$ cat config.mk
export PLATFORM = sky130hd
export DESIGN_NAME = adc_sequencer_control
export DESIGN_NICKNAME = d
export VERILOG_FILES = /design/src/logic/adc_seq_pkg.sv /design/src/logic/adc_sequencer_control.sv /design/src/logic/adc_prescaler.sv
export VERILOG_INCLUDE_DIRS = /design/src /design/src/logic
export SDC_FILE = /design/constraint.sdc
export NUM_CORES = 1
export LEC_CHECK = 0
export CAP_MARGIN = 20
export CORE_ASPECT_RATIO = 2
export CORE_MARGIN = 4
export CORE_UTILIZATION = 55
export DETAILED_ROUTE_END_ITERATION = 10
export DONT_BUFFER_PORTS = 1
export GPL_TIMING_DRIVEN = 1
export PLACE_DENSITY = 0.7
export SLEW_MARGIN = 20
export SYNTH_ARGS = -nofsm -noshare
export SYNTH_HDL_FRONTEND = slang
export SYNTH_SLANG_ARGS = --single-unit
$ cat constraint.sdc
create_clock -name clock -period 6.2 [get_ports clock]
set_clock_uncertainty 0.15 [all_clocks]
set_input_delay 0.62 -clock clock [delete_from_list [all_inputs] [get_ports clock]]
set_output_delay 0.62 -clock clock [all_outputs]
set_load 0.005 [all_outputs]
$ cat src/logic/adc_seq_map.svh
// Purpose: offsets, field positions, reset values and counts for the converter sequencer
// Assumes: AXI4-Lite byte addressing, one 32-bit word per register
// Notes: included by its bare name
// Functional notes
// RL1: channel 7:5, mode 4:3, prescaler 2:0
// RL2: any control write starts a new sequence; code starts one only for a nonzero prescaler
// RL3: single-ended routes channel n as positive
// RL4: differential pairs even/odd, sign by code
// RL5: mode codes: single/continuous, single-ended/differential
// RL6: prescaler codes map to fixed divide ratios
// RL7: prescaler zero stops clock, powers down
// RL8: power up as the write begins
// RL9: sample two periods from first falling edge
// RL10: select asserts mid sample period
// RL11: single mode completion powers converter down
// RL12: continuous restarts after one deselected period
// RL13: result loaded, reads masked during load; code does not mask reads
// RL14: converter clock is oscillator over ratio
// RL15: software keeps converter clock in range
// RL16: twelve cycles: reset, sample, convert, load
// RL17: result register ignores writes
// RL18: low power stops; running sequence restarts after
// RL19: sampling switch closed only during sample
// RL20: software slows clock for high source resistance
// RL21: reset clears control and powers down
// RL22: continuous result readable any time
// RL23: new write abandons conversion in progress
`ifndef ADC_SEQ_MAP_SVH
`define ADC_SEQ_MAP_SVH
`define ADC_CONTROL_OFFSET 8'h00
`define ADC_RESULT_OFFSET 8'h04
`define ADC_CHAN_MSB 7
`define ADC_CHAN_LSB 5
`define ADC_MODE_DIFF_BIT 4
`define ADC_MODE_CONT_BIT 3
`define ADC_PRESC_MSB 2
`define ADC_PRESC_LSB 0
`define ADC_CONTROL_RESET 8'h00
`define ADC_SAMPLE_CYCLES 4'h2
`define ADC_CONVERT_CYCLES 4'h8
`define ADC_RESP_OKAY 2'b00
`define ADC_RESP_SLVERR 2'b10
`endif

$ cat src/logic/adc_seq_pkg.sv
// Purpose: types shared by the converter sequencer
// Assumes: nothing
// Notes: constants live in adc_seq_map.svh
package adc_seq_pkg;
    // sequence phases, one converter clock each except off, sample and convert
    typedef enum logic [2:0] {
        st_off,
        st_wait_edge,
        st_reset,
        st_sample,
        st_convert,
        st_load,
        st_gap
    } seq_state_t;
endpackage

$ cat src/logic/adc_sequencer_control.sv
// Purpose: control register, sequencer and result register of the 8-channel converter
// Assumes: AXI4-Lite slave, one write and one read at a time, 100 MHz clock
// Notes: analog array is outside; comparator result arrives per convert cycle
`include "adc_seq_map.svh"
module adc_sequencer_control (
    input wire logic clock,
    input wire logic reset_n,
    // axi4-lite write address
    input wire logic [7:0] s_axi_awaddr,
    input wire logic s_axi_awvalid,
    output logic s_axi_awready,
    // axi4-lite write data
    input wire logic [31:0] s_axi_wdata,
    input wire logic [3:0] s_axi_wstrb,
    input wire logic s_axi_wvalid,
    output logic s_axi_wready,
    // axi4-lite write response
    output logic [1:0] s_axi_bresp,
    output logic s_axi_bvalid,
    input wire logic s_axi_bready,
    // axi4-lite read address
    input wire logic [7:0] s_axi_araddr,
    input wire logic s_axi_arvalid,
    output logic s_axi_arready,
    // axi4-lite read data
    output logic [31:0] s_axi_rdata,
    output logic [1:0] s_axi_rresp,
    output logic s_axi_rvalid,
    input wire logic s_axi_rready,
    // low power request from the device core
    input wire logic low_power,
    // successive approximation comparator from the analog array
    input wire logic comparator,
    // analog array control
    output logic adc_power,
    output logic sample,
    output logic adc_select,
    output logic sample_switch,
    output logic load,
    output logic [2:0] pos_channel,
    output logic [2:0] neg_channel,
    output logic neg_is_channel,
    output logic [7:0] sar_trial,
    output logic conv_clock,
    output logic busy
);
    logic [7:0] adc_control_reg; // channel, mode, prescaler
    logic [7:0] adc_result_reg; // last completed result
    logic [7:0] sar; // approximation in progress
    logic [3:0] phase_count; // cycles left in a phase
    logic sub_half; // second half of sample period
    logic was_running; // sequence active when low power came
    logic lp_sync1, lp_sync2, lp_sync3; // low power synchroniser
    logic lp; // filtered low power level
    adc_seq_pkg::seq_state_t state, next_state;

    // write channel holding registers
    logic aw_held, w_held;
    logic [7:0] aw_addr;
    logic [31:0] w_data;
    logic [3:0] w_strb;

    // write channel: take address and data in either order
    assign s_axi_awready = !aw_held && !s_axi_bvalid;
    assign s_axi_wready = !w_held && !s_axi_bvalid;
    wire logic aw_now = s_axi_awvalid && s_axi_awready;
    wire logic w_now = s_axi_wvalid && s_axi_wready;
    wire logic aw_have = aw_held || aw_now;
    wire logic w_have = w_held || w_now;
    wire logic [7:0] aw_eff = aw_held ? aw_addr : s_axi_awaddr;
    wire logic [31:0] w_eff = w_held ? w_data : s_axi_wdata;
    wire logic [3:0] strb_eff = w_held ? w_strb : s_axi_wstrb;
    wire logic wr_fire = aw_have && w_have && !s_axi_bvalid;
    wire logic wr_ctrl = wr_fire && (aw_eff[7:2] == `ADC_CONTROL_OFFSET >> 2);
    wire logic wr_res = wr_fire && (aw_eff[7:2] == `ADC_RESULT_OFFSET >> 2); // see RL17
    wire logic wr_bad = !(wr_ctrl || wr_res);
    // a control write counts only if its low byte lane is enabled
    wire logic ctrl_load = wr_ctrl && strb_eff[0];
    wire logic [7:0] new_ctrl = w_eff[7:0];

    // hold address and data until both are present
    always_ff @(posedge clock or negedge reset_n) begin
        if (!reset_n) begin
            aw_held <= 1'b0;
            w_held <= 1'b0;
            aw_addr <= 8'h00;
            w_data <= 32'h00000000;
            w_strb <= 4'h0;
        end else begin
            aw_held <= aw_have && !wr_fire;
            w_held <= w_have && !wr_fire;
            if (aw_now) aw_addr <= s_axi_awaddr;
            if (w_now) w_data <= s_axi_wdata;
            if (w_now) w_strb <= s_axi_wstrb;
        end
    end

    // write response, slverr for an unmapped address
    always_ff @(posedge clock or negedge reset_n) begin
        if (!reset_n) begin
            s_axi_bvalid <= 1'b0;
            s_axi_bresp <= `ADC_RESP_OKAY;
        end else if (wr_fire) begin
            s_axi_bvalid <= 1'b1;
            s_axi_bresp <= wr_bad ? `ADC_RESP_SLVERR : `ADC_RESP_OKAY;
        end else if (s_axi_bready) begin
            s_axi_bvalid <= 1'b0;
        end
    end

    // read channel: one read at a time
    assign s_axi_arready = !s_axi_rvalid;
    wire logic rd_fire = s_axi_arvalid && s_axi_arready;
    wire logic rd_ctrl = s_axi_araddr[7:2] == `ADC_CONTROL_OFFSET >> 2;
    wire logic rd_res = s_axi_araddr[7:2] == `ADC_RESULT_OFFSET >> 2;

    // read data register; result register is stable since load updates it atomically
    always_ff @(posedge clock or negedge reset_n) begin
        if (!reset_n) begin
            s_axi_rvalid <= 1'b0;
            s_axi_rdata <= 32'h00000000;
            s_axi_rresp <= `ADC_RESP_OKAY;
        end else if (rd_fire) begin
            s_axi_rvalid <= 1'b1;
            s_axi_rdata <= rd_ctrl ? {24'h000000, adc_control_reg} :
                           rd_res ? {24'h000000, adc_result_reg} : 32'h00000000; // see RL22
            s_axi_rresp <= (rd_ctrl || rd_res) ? `ADC_RESP_OKAY : `ADC_RESP_SLVERR;
        end else if (s_axi_rready) begin
            s_axi_rvalid <= 1'b0;
        end
    end

    // control register, cleared at reset
    always_ff @(posedge clock or negedge reset_n) begin
        if (!reset_n) begin
            adc_control_reg <= `ADC_CONTROL_RESET; // see RL21
        end else if (ctrl_load) begin
            adc_control_reg <= new_ctrl;
        end
    end

    // field decode
    wire logic [2:0] chan = adc_control_reg[`ADC_CHAN_MSB:`ADC_CHAN_LSB]; // see RL1
    wire logic mode_diff = adc_control_reg[`ADC_MODE_DIFF_BIT]; // see RL5
    wire logic mode_cont = adc_control_reg[`ADC_MODE_CONT_BIT]; // see RL5
    wire logic [2:0] presc = adc_control_reg[`ADC_PRESC_MSB:`ADC_PRESC_LSB];
    wire logic [2:0] presc_next = ctrl_load ? new_ctrl[`ADC_PRESC_MSB:`ADC_PRESC_LSB] : presc;

    // low power pin passes three flops, changes once the last two agree
    always_ff @(posedge clock or negedge reset_n) begin
        if (!reset_n) begin
            lp_sync1 <= 1'b0;
            lp_sync2 <= 1'b0;
            lp_sync3 <= 1'b0;
            lp <= 1'b0;
        end else begin
            lp_sync1 <= low_power;
            lp_sync2 <= lp_sync1;
            lp_sync3 <= lp_sync2;
            if (lp_sync2 == lp_sync3) lp <= lp_sync3;
        end
    end

    // low power edges
    logic lp_d;
    always_ff @(posedge clock or negedge reset_n) begin
        if (!reset_n) lp_d <= 1'b0;
        else lp_d <= lp;
    end
    wire logic lp_exit = lp_d && !lp;
    wire logic running = (state != adc_seq_pkg::st_off);
    // restart after low power only if a sequence was interrupted
    wire logic resume = lp_exit && was_running && (presc != 3'h0); // see RL18
    wire logic start = (ctrl_load && (new_ctrl[2:0] != 3'h0)) || resume; // see RL2

    // remember whether a sequence was cut short by low power
    always_ff @(posedge clock or negedge reset_n) begin
        if (!reset_n) begin
            was_running <= 1'b0;
        end else if (ctrl_load) begin
            was_running <= 1'b0;
        end else if (lp && !lp_d) begin
            was_running <= running; // see RL18
        end
    end

    logic tick;
    // converter clock divider, realigned on each start
    adc_prescaler u_prescaler (
        .clock(clock),
        .reset_n(reset_n),
        .presc_sel(presc_next),
        .restart(start),
        .tick(tick),
        .conv_clock(conv_clock)
    );

    // next state on each converter falling edge
    always_comb begin
        next_state = state;
        unique case (state)
            adc_seq_pkg::st_off: next_state = state;
            adc_seq_pkg::st_wait_edge: next_state = adc_seq_pkg::st_reset; // see RL9
            adc_seq_pkg::st_reset: next_state = adc_seq_pkg::st_sample; // see RL16
            adc_seq_pkg::st_sample:
                next_state = (phase_count == 4'h1) ? adc_seq_pkg::st_convert : state;
            adc_seq_pkg::st_convert:
                next_state = (phase_count == 4'h1) ? adc_seq_pkg::st_load : state;
            adc_seq_pkg::st_load: // see RL11
                next_state = mode_cont ? adc_seq_pkg::st_gap : adc_seq_pkg::st_off;
            adc_seq_pkg::st_gap: next_state = adc_seq_pkg::st_sample; // see RL12
        endcase
    end

    // sequencer: low power or inhibit stops, and wins over start
    always_ff @(posedge clock or negedge reset_n) begin
        if (!reset_n) begin
            state <= adc_seq_pkg::st_off;
        end else if (lp || (ctrl_load && new_ctrl[2:0] == 3'h0)) begin
            state <= adc_seq_pkg::st_off; // see RL7
        end else if (start) begin
            state <= adc_seq_pkg::st_wait_edge; // see RL23
        end else if (tick) begin
            state <= next_state;
        end
    end

    // phase counter and sample half marker
    always_ff @(posedge clock or negedge reset_n) begin
        if (!reset_n) begin
            phase_count <= 4'h0;
        end else if (tick && next_state != state) begin
            phase_count <= (next_state == adc_seq_pkg::st_convert) ? `ADC_CONVERT_CYCLES :
                           `ADC_SAMPLE_CYCLES;
        end else if (tick && phase_count != 4'h0) begin
            phase_count <= phase_count - 4'h1;
        end
    end

    // midpoint of sample: after the first whole converter period
    always_ff @(posedge clock or negedge reset_n) begin
        if (!reset_n) begin
            sub_half <= 1'b0;
        end else if (state != adc_seq_pkg::st_sample) begin
            sub_half <= 1'b0;
        end else if (tick) begin
            sub_half <= 1'b1; // see RL10
        end
    end

    // successive approximation and result load
    wire logic [3:0] bit_idx = phase_count - 4'h1;
    always_ff @(posedge clock or negedge reset_n) begin
        if (!reset_n) begin
            sar <= 8'h00;
            adc_result_reg <= 8'h00;
        end else if (tick && state == adc_seq_pkg::st_sample && next_state != state) begin
            sar <= 8'h80;
        end else if (tick && state == adc_seq_pkg::st_convert) begin
            sar[bit_idx[2:0]] <= comparator; // array runs on this clock, settles in a period
            if (bit_idx != 4'h0) sar[bit_idx[2:0] - 3'h1] <= 1'b1;
        end else if (tick && state == adc_seq_pkg::st_load) begin
            adc_result_reg <= sar; // see RL13
        end
    end

    // trial word straight from its flop, so a divide-by-1 period still sees it
    assign sar_trial = sar;

    // analog array controls, registered
    always_ff @(posedge clock or negedge reset_n) begin
        if (!reset_n) begin
            adc_power <= 1'b0;
            sample <= 1'b0;
            adc_select <= 1'b0;
            sample_switch <= 1'b0;
            load <= 1'b0;
            pos_channel <= 3'h0;
            neg_channel <= 3'h0;
            neg_is_channel <= 1'b0;
            busy <= 1'b0;
        end else begin
            adc_power <= running || start; // see RL8
            sample <= state == adc_seq_pkg::st_sample; // see RL9
            sample_switch <= state == adc_seq_pkg::st_sample; // see RL19
            adc_select <= (state == adc_seq_pkg::st_sample && sub_half) ||
                          state == adc_seq_pkg::st_convert || state == adc_seq_pkg::st_load;
            load <= state == adc_seq_pkg::st_load;
            pos_channel <= chan; // see RL3
            neg_channel <= chan ^ 3'h1; // see RL4
            neg_is_channel <= mode_diff;
            busy <= running;
        end
    end
endmodule

$ cat src/logic/adc_prescaler.sv
// Purpose: divide the oscillator clock into converter clock falling-edge ticks
// Assumes: ratio 0 means inhibit
// Notes: emits one tick per converter period and, for ratios above 1, a square wave for observation
module adc_prescaler (
    input wire logic clock,
    input wire logic reset_n,
    input wire logic [2:0] presc_sel,
    input wire logic restart,
    output logic tick,
    output logic conv_clock
);
    // ratio table for the prescaler code
    function automatic logic [4:0] ratio_of(input logic [2:0] sel);
        unique case (sel)
            3'h0: ratio_of = 5'h00;
            3'h1: ratio_of = 5'h01;
            3'h2: ratio_of = 5'h02;
            3'h3: ratio_of = 5'h04;
            3'h4: ratio_of = 5'h06;
            3'h5: ratio_of = 5'h0c;
            3'h6: ratio_of = 5'h08;
            3'h7: ratio_of = 5'h10;
        endcase
    endfunction

    logic [4:0] count; // cycles into current converter period
    wire logic [4:0] ratio = ratio_of(presc_sel); // see RL6
    wire logic inhibit = (ratio == 5'h00); // see RL7
    wire logic period_end = !inhibit && (count == ratio - 5'h01);
    wire logic [4:0] half = ratio >> 1;

    // period counter, restarted on a control write
    always_ff @(posedge clock or negedge reset_n) begin
        if (!reset_n) begin
            count <= 5'h00;
        end else if (restart || inhibit || period_end) begin
            count <= 5'h00;
        end else begin
            count <= count + 5'h01; // see RL14
        end
    end

    // falling-edge tick and the clock wave itself
    always_ff @(posedge clock or negedge reset_n) begin
        if (!reset_n) begin
            tick <= 1'b0;
            conv_clock <= 1'b0;
        end else begin
            tick <= period_end && !restart;
            conv_clock <= !inhibit && (count < half || ratio == 5'h01);
        end
    end
endmodule

==> results.sh, run 1 <==
export IMPL_synthesis_area_um2=4570
export IMPL_die_x_um=72.5
export IMPL_path_clk_slew_ps=70
export IMPL_dpl_cell_area_um2=4490
export IMPL_end_kind="register"
export IMPL_synth_compound_area_share=0.141
export IMPL_die_area_um2=9920
export IMPL_period_needed_ps=4420
export IMPL_port_buffers=0
export IMPL_finalPower_mw=1.87
export IMPL_drc_errors=0
export IMPL_wl_per_cell_um=18.3
export IMPL_core_area_um2=8000
export IMPL_critical_path_class="register to register"
export IMPL_tns_ps=0
export IMPL_rsz0062_at_grt="no"
export IMPL_worst_path_max_fanout=17
export IMPL_cts_tree="yes"
export IMPL_synth_seq_area_share=0.460
export IMPL_setup_violations=0
export IMPL_antenna_found_initial=0
export IMPL_drive_above_1_share=0.143
export IMPL_cts_resized=0
export IMPL_power_density_nw_per_um2=387
export IMPL_synthSimpleGateAreaFrac=0.148
export IMPL_yosysWarningCount=0
export IMPL_wirelength_mm=9.74
export IMPL_seqCellArea_um2=2100
export IMPL_start_util=0.571
export IMPL_leakagePower_nw=2.11
export IMPL_vias=3140
export IMPL_hpwlAfterDp_mm=7.16
export IMPL_synth_fa_ha_area_frac=0.0432
export IMPL_min_delay_path_class="primary input to async pin"
export IMPL_cts_path_max_buffers=2
export IMPL_post_drt_via_cell_ratio=5.91
export IMPL_synth_flop_cell="dfrtp_1"
export IMPL_place_inst=514
export IMPL_overflow=0
export IMPL_syn2layout_area_growth_pct=5.83
export IMPL_status="completed"
export IMPL_post_cts_buffers=0
export IMPL_maxSlewHeadroom=0.438
export IMPL_grtUsageTotal=0.211
export IMPL_final_cell_area_um2=4840
export IMPL_muxShareOfSynthArea=0.105
export IMPL_rows=46
export IMPL_fin_cells=531
export IMPL_critPathLaunchType="register"
export IMPL_worst_slew_pin_slew_ps=837
export IMPL_finalHoldViolCount=0
export IMPL_grt_max_degree=85
export IMPL_max_clock_freq_mhz=226
export IMPL_grt_pass1_wl_mm=16.1
export IMPL_synthCells=439
export IMPL_cts_sinks=84
export IMPL_synth_xor_area_share=0.0265
export IMPL_synth_edf_count=0
export IMPL_io_pins=124
export IMPL_worstPathRequired_ps=6330
export IMPL_place_gp_congestion=0.839
export IMPL_drt_pre_antenna_iters=4
export IMPL_synth_top_family_by_area="simple AND/OR/NAND/NOR gates"
export IMPL_ys_ff_latch=84
export IMPL_fin_crit_sh=0.713
export IMPL_num_nets_final=506
export IMPL_multi_input_area_um2=2220
export IMPL_cts_max_level=3
export IMPL_cts_hold_buf=1
export IMPL_arrival_ps=4550
export IMPL_initialDrtViolationCount=246
export IMPL_fill_cells=664
export IMPL_die_h_um=137
export IMPL_diodes=0
export IMPL_drv_cap=0
export IMPL_async_flop_share=1.00
export IMPL_worstSkewPairLatency_ps=350
export IMPL_numCtsBuffers=9
export IMPL_ir_drop_mv=0.282
export IMPL_finalMaxSlewViolations=0
export IMPL_root_buffer="clkbuf_16"
export IMPL_detail_route_antenna_nets=0
export IMPL_grt_pass1_vias=3255
export IMPL_fin_util=0.605
export IMPL_syn_avg_cell_area_um2=10.4
export IMPL_yosysUniqueCellTypes=66
==> worst max-delay path, stage by stage (launching register included) <==
cell and delay (ps):
dfrtp_1 760, mux2i_1 280, or2_4 340, nor3_4 530, mux2i_1 500, inv_1 150
ha_1 270, o21ai_1 210, ha_1 220, and4_1 170, o32ai_1 90, xnor2_1 430
and4_1 260
==> cell families after synthesis <==
group,Yosys count
simple gates,124
compound gates,98
flops,84
buf+inv,59
mux,44
fa+ha+maj,16
xor+xnor,13
other cells,1
==> placed cells by master (no fill, tap or decap), types with 9 or more instances in the layout <==
master and count:
ha_1 15, clkbuf_16 9, conb_1 26, o21ai_0 26, dfrtp_1 84, nand2_1 37, mux2i_1 18, nor3_1 10
nand3_1 10, inv_1 13, mux2_2 24, nor2_1 26, a21oi_1 25
==> cell usage after synthesis (6+ instances only) <==
master / count / share of area
a21oi_1: 25 / 0.027
clkbuf_1: 11 / 0.0090
nor2b_1: 6 / 0.0082
xor2_1: 6 / 0.011
nor3_1: 10 / 0.011
nor2_1: 26 / 0.021
nand2_1: 37 / 0.030
a311oi_1: 6 / 0.011
ha_1: 15 / 0.041
a31oi_1: 6 / 0.0082
mux2i_1: 18 / 0.039
nand3_1: 10 / 0.011
and2_1: 8 / 0.011
buf_4: 30 / 0.049
mux2_2: 24 / 0.059
o21ai_0: 26 / 0.028
inv_1: 13 / 0.011
xnor2_1: 6 / 0.011
dfrtp_1: 84 / 0.46
==> report_power, final <==
group	switching, mW	internal (mW)
sequential	0.114	0.654
clock	0.245	0.324
combinational	0.292	0.243
total	0.652	1.22
==> layout make-up <==
cell class | instances | area share
timing repair buffer | 1 | 0.00569
clock buffer | 9 | 0.0465
multi-input combinational | 321 | 0.459
inverter | 13 | 0.0101
clock inverter | 7 | 0.0197
tap | 96 | 0.0248
sequential | 84 | 0.434
==> routing by layer <==
metal | vias up | GRT usage | share of wire
li1 | 1483 | - | -
met1 | 1529 | 0.206 | 0.34
met2 | 98 | 0.392 | 0.56
met3 | 30 | 0.0537 | 0.056
met4 | 0 | 0.111 | 0.039
met5 | - | 0 | 0
==> path summary, 6_finish.rpt <==
check / startpoint / to / slack, ps / cells after the start
setup / recovery: w_held / u_prescaler.tick / 1780 / 12
max in group asynchronous: reset_n / lp / 5560 / 1
hold reg to reg: lp_sync1 / lp_sync2 / 200 / 0
setup reg to reg: w_held / u_prescaler.tick / 1780 / 12
min in group clock: low_power / lp_sync1 / 150 / 0
hold / removal: reset_n / s_axi_rvalid / 30 / 1
==> per-stage QoR <==
stage,setup slack [ps],hold slack [ps]
after detailed placement,1760,177
final,1780,32.0
after CTS,1720,41.7
after global routing,1280,52.9
after floorplan,2650,174
after global placement,1850,176
(Power assumes the default switching activity.)
==> run 2, diff against run 1 <==
==> constraint.sdc (replaced) <==
create_clock -name clock -period 4.1 [get_ports clock]
set_clock_uncertainty 0.15 [all_clocks]
set_input_delay 0.41 -clock clock [delete_from_list [all_inputs] [get_ports clock]]
set_output_delay 0.41 -clock clock [all_outputs]
set_load 0.005 [all_outputs]
==> results.sh, run 2 (synthesized netlist as in run 1, its figures left out) <==
export IMPL_drc_errors=0
export IMPL_whs_ps=17.5
export IMPL_drt_pre_antenna_iters=4
export IMPL_numCtsBuffers=9
export IMPL_worstPathRequired_ps=4180
export IMPL_rsz0062_at_grt="no"
export IMPL_worst_slew_pin_slew_ps=840
export IMPL_arrival_ps=3710
export IMPL_core_area_um2=8000
export IMPL_end_kind="register"
export IMPL_power_density_nw_per_um2=569
export IMPL_tns_ps=0
export IMPL_fin_cells=536
export IMPL_cts_sinks=84
export IMPL_reg2reg_slack_ps=470
export IMPL_leakagePower_nw=2.12
export IMPL_finalHoldViolCount=0
export IMPL_fill_cells=694
export IMPL_die_x_um=72.5
export IMPL_hpwlAfterDp_mm=7.36
export IMPL_grt_pass1_vias=3362
export IMPL_initialDrtViolationCount=160
export IMPL_finalMaxSlewViolations=0
export IMPL_cts_path_max_buffers=2
export IMPL_maxSlewHeadroom=0.436
export IMPL_grt_max_degree=85
export IMPL_cts_resized=0
export IMPL_drv_cap=0
export IMPL_diodes=0
export IMPL_worstSkewPairLatency_ps=340
export IMPL_cts_max_level=3
export IMPL_grtUsageTotal=0.217
export IMPL_drive_above_1_share=0.145
export IMPL_pre_cts_ws_ps=481
export IMPL_worst_path_max_fanout=8
export IMPL_crit_start="aw_held"
export IMPL_num_nets_final=512
export IMPL_syn2layout_area_growth_pct=5.97
export IMPL_layout_common_cells="84 x dfrtp_1, 37 x nand2_1, 26 x nor2_1, 26 x o21ai_0, 26 x conb_1"
export IMPL_critPathLaunchType="register"
export IMPL_port_buffers=0
export IMPL_final_setup_worst_slack_ps=473
export IMPL_final_cell_area_um2=4840
export IMPL_place_gp_congestion=0.831
export IMPL_crit_end="u_prescaler.count[0]"
export IMPL_max_clock_freq_mhz=276
export IMPL_finalPower_mw=2.75
export IMPL_reg2reg_depth=12
export IMPL_root_buffer="clkbuf_16"
export IMPL_path_clk_slew_ps=70
export IMPL_dpl_cell_area_um2=4520
export IMPL_post_drt_via_cell_ratio=5.90
export IMPL_rows=46
export IMPL_overflow=0
export IMPL_r2r_start="aw_held"
export IMPL_grt_pass1_wl_mm=16.5
export IMPL_detail_route_antenna_nets=0
export IMPL_min_delay_path_class="primary input to register"
export IMPL_io_pins=124
export IMPL_fin_crit_sh=0.885
export IMPL_wl_per_cell_um=18.5
export IMPL_setup_violations=0
export IMPL_ir_drop_mv=0.342
export IMPL_fin_util=0.606
export IMPL_die_area_um2=9920
export IMPL_r2r_end="u_prescaler.count[0]"
export IMPL_cts_tree="yes"
export IMPL_critical_path_class="register to register"
export IMPL_start_util=0.571
export IMPL_antenna_found_initial=0
export IMPL_place_inst=518
export IMPL_status="completed"
export IMPL_vias=3160
export IMPL_die_h_um=137
export IMPL_period_needed_ps=3630
export IMPL_wirelength_mm=9.92
export IMPL_final_common_cell="dfrtp_1"
-- run 2: layout make-up --
cell class | count | area (µm²) | share of cell area
sequential | 84 | 2100 | 0.434
inverter | 13 | 48.8 | 0.0101
tap | 96 | 120 | 0.0248
clock inverter | 4 | 33.8 | 0.00697
multi-input combinational | 321 | 2220 | 0.458
timing repair buffer | 7 | 77.6 | 0.0160
clock buffer | 11 | 243 | 0.0501
-- run 2: worst min-delay path by stage --
stage                  from            endpoint  slack, ps  cells after the start
6_report       s_axi_bready        s_axi_bvalid         20                      1
4_1_cts        s_axi_bready        s_axi_bvalid         20                      1
3_5_place_dp        reset_n      neg_channel[2]        -30                      0
5_1_grt        s_axi_bready        s_axi_bvalid         30                      1
3_3_place_gp        reset_n        s_axi_rvalid        -30                      0
2_1_floorplan       reset_n  adc_control_reg[0]        -40                      0
-- run 2: timing repair --
item,4_1_cts,5_1_grt
hold endpoints to repair,85,0
hold buffers,3,0
buffers inserted,0,0
-- run 2: power breakdown --
group	switching [mW]	internal [mW]	total [mW]
sequential	0.156	0.989	1.15
clock	0.331	0.428	0.759
combinational	0.467	0.383	0.850
-- run 2: routing by layer --
metal | vias up | share of wire | wire [µm] | global-route usage
met4 | 0 | 0.030 | 301 | 0.105
li1 | 1496 | - | - | -
met1 | 1551 | 0.35 | 3510 | 0.220
met2 | 87 | 0.57 | 5650 | 0.409
met3 | 26 | 0.047 | 462 | 0.0456
met5 | - | 0 | 0 | 0
-- run 2: critical path, cell delays in order, from the launching register on --
cell	delay, ps
dfrtp_1	540
nor4b_4	310
o22ai_1	250
nor3_4	260
mux2i_1	330
inv_1	130
ha_1	260
o21ai_1	130
ha_1	190
inv_1	40
o32ai_1	370
xnor2_1	240
a311oi_1	310
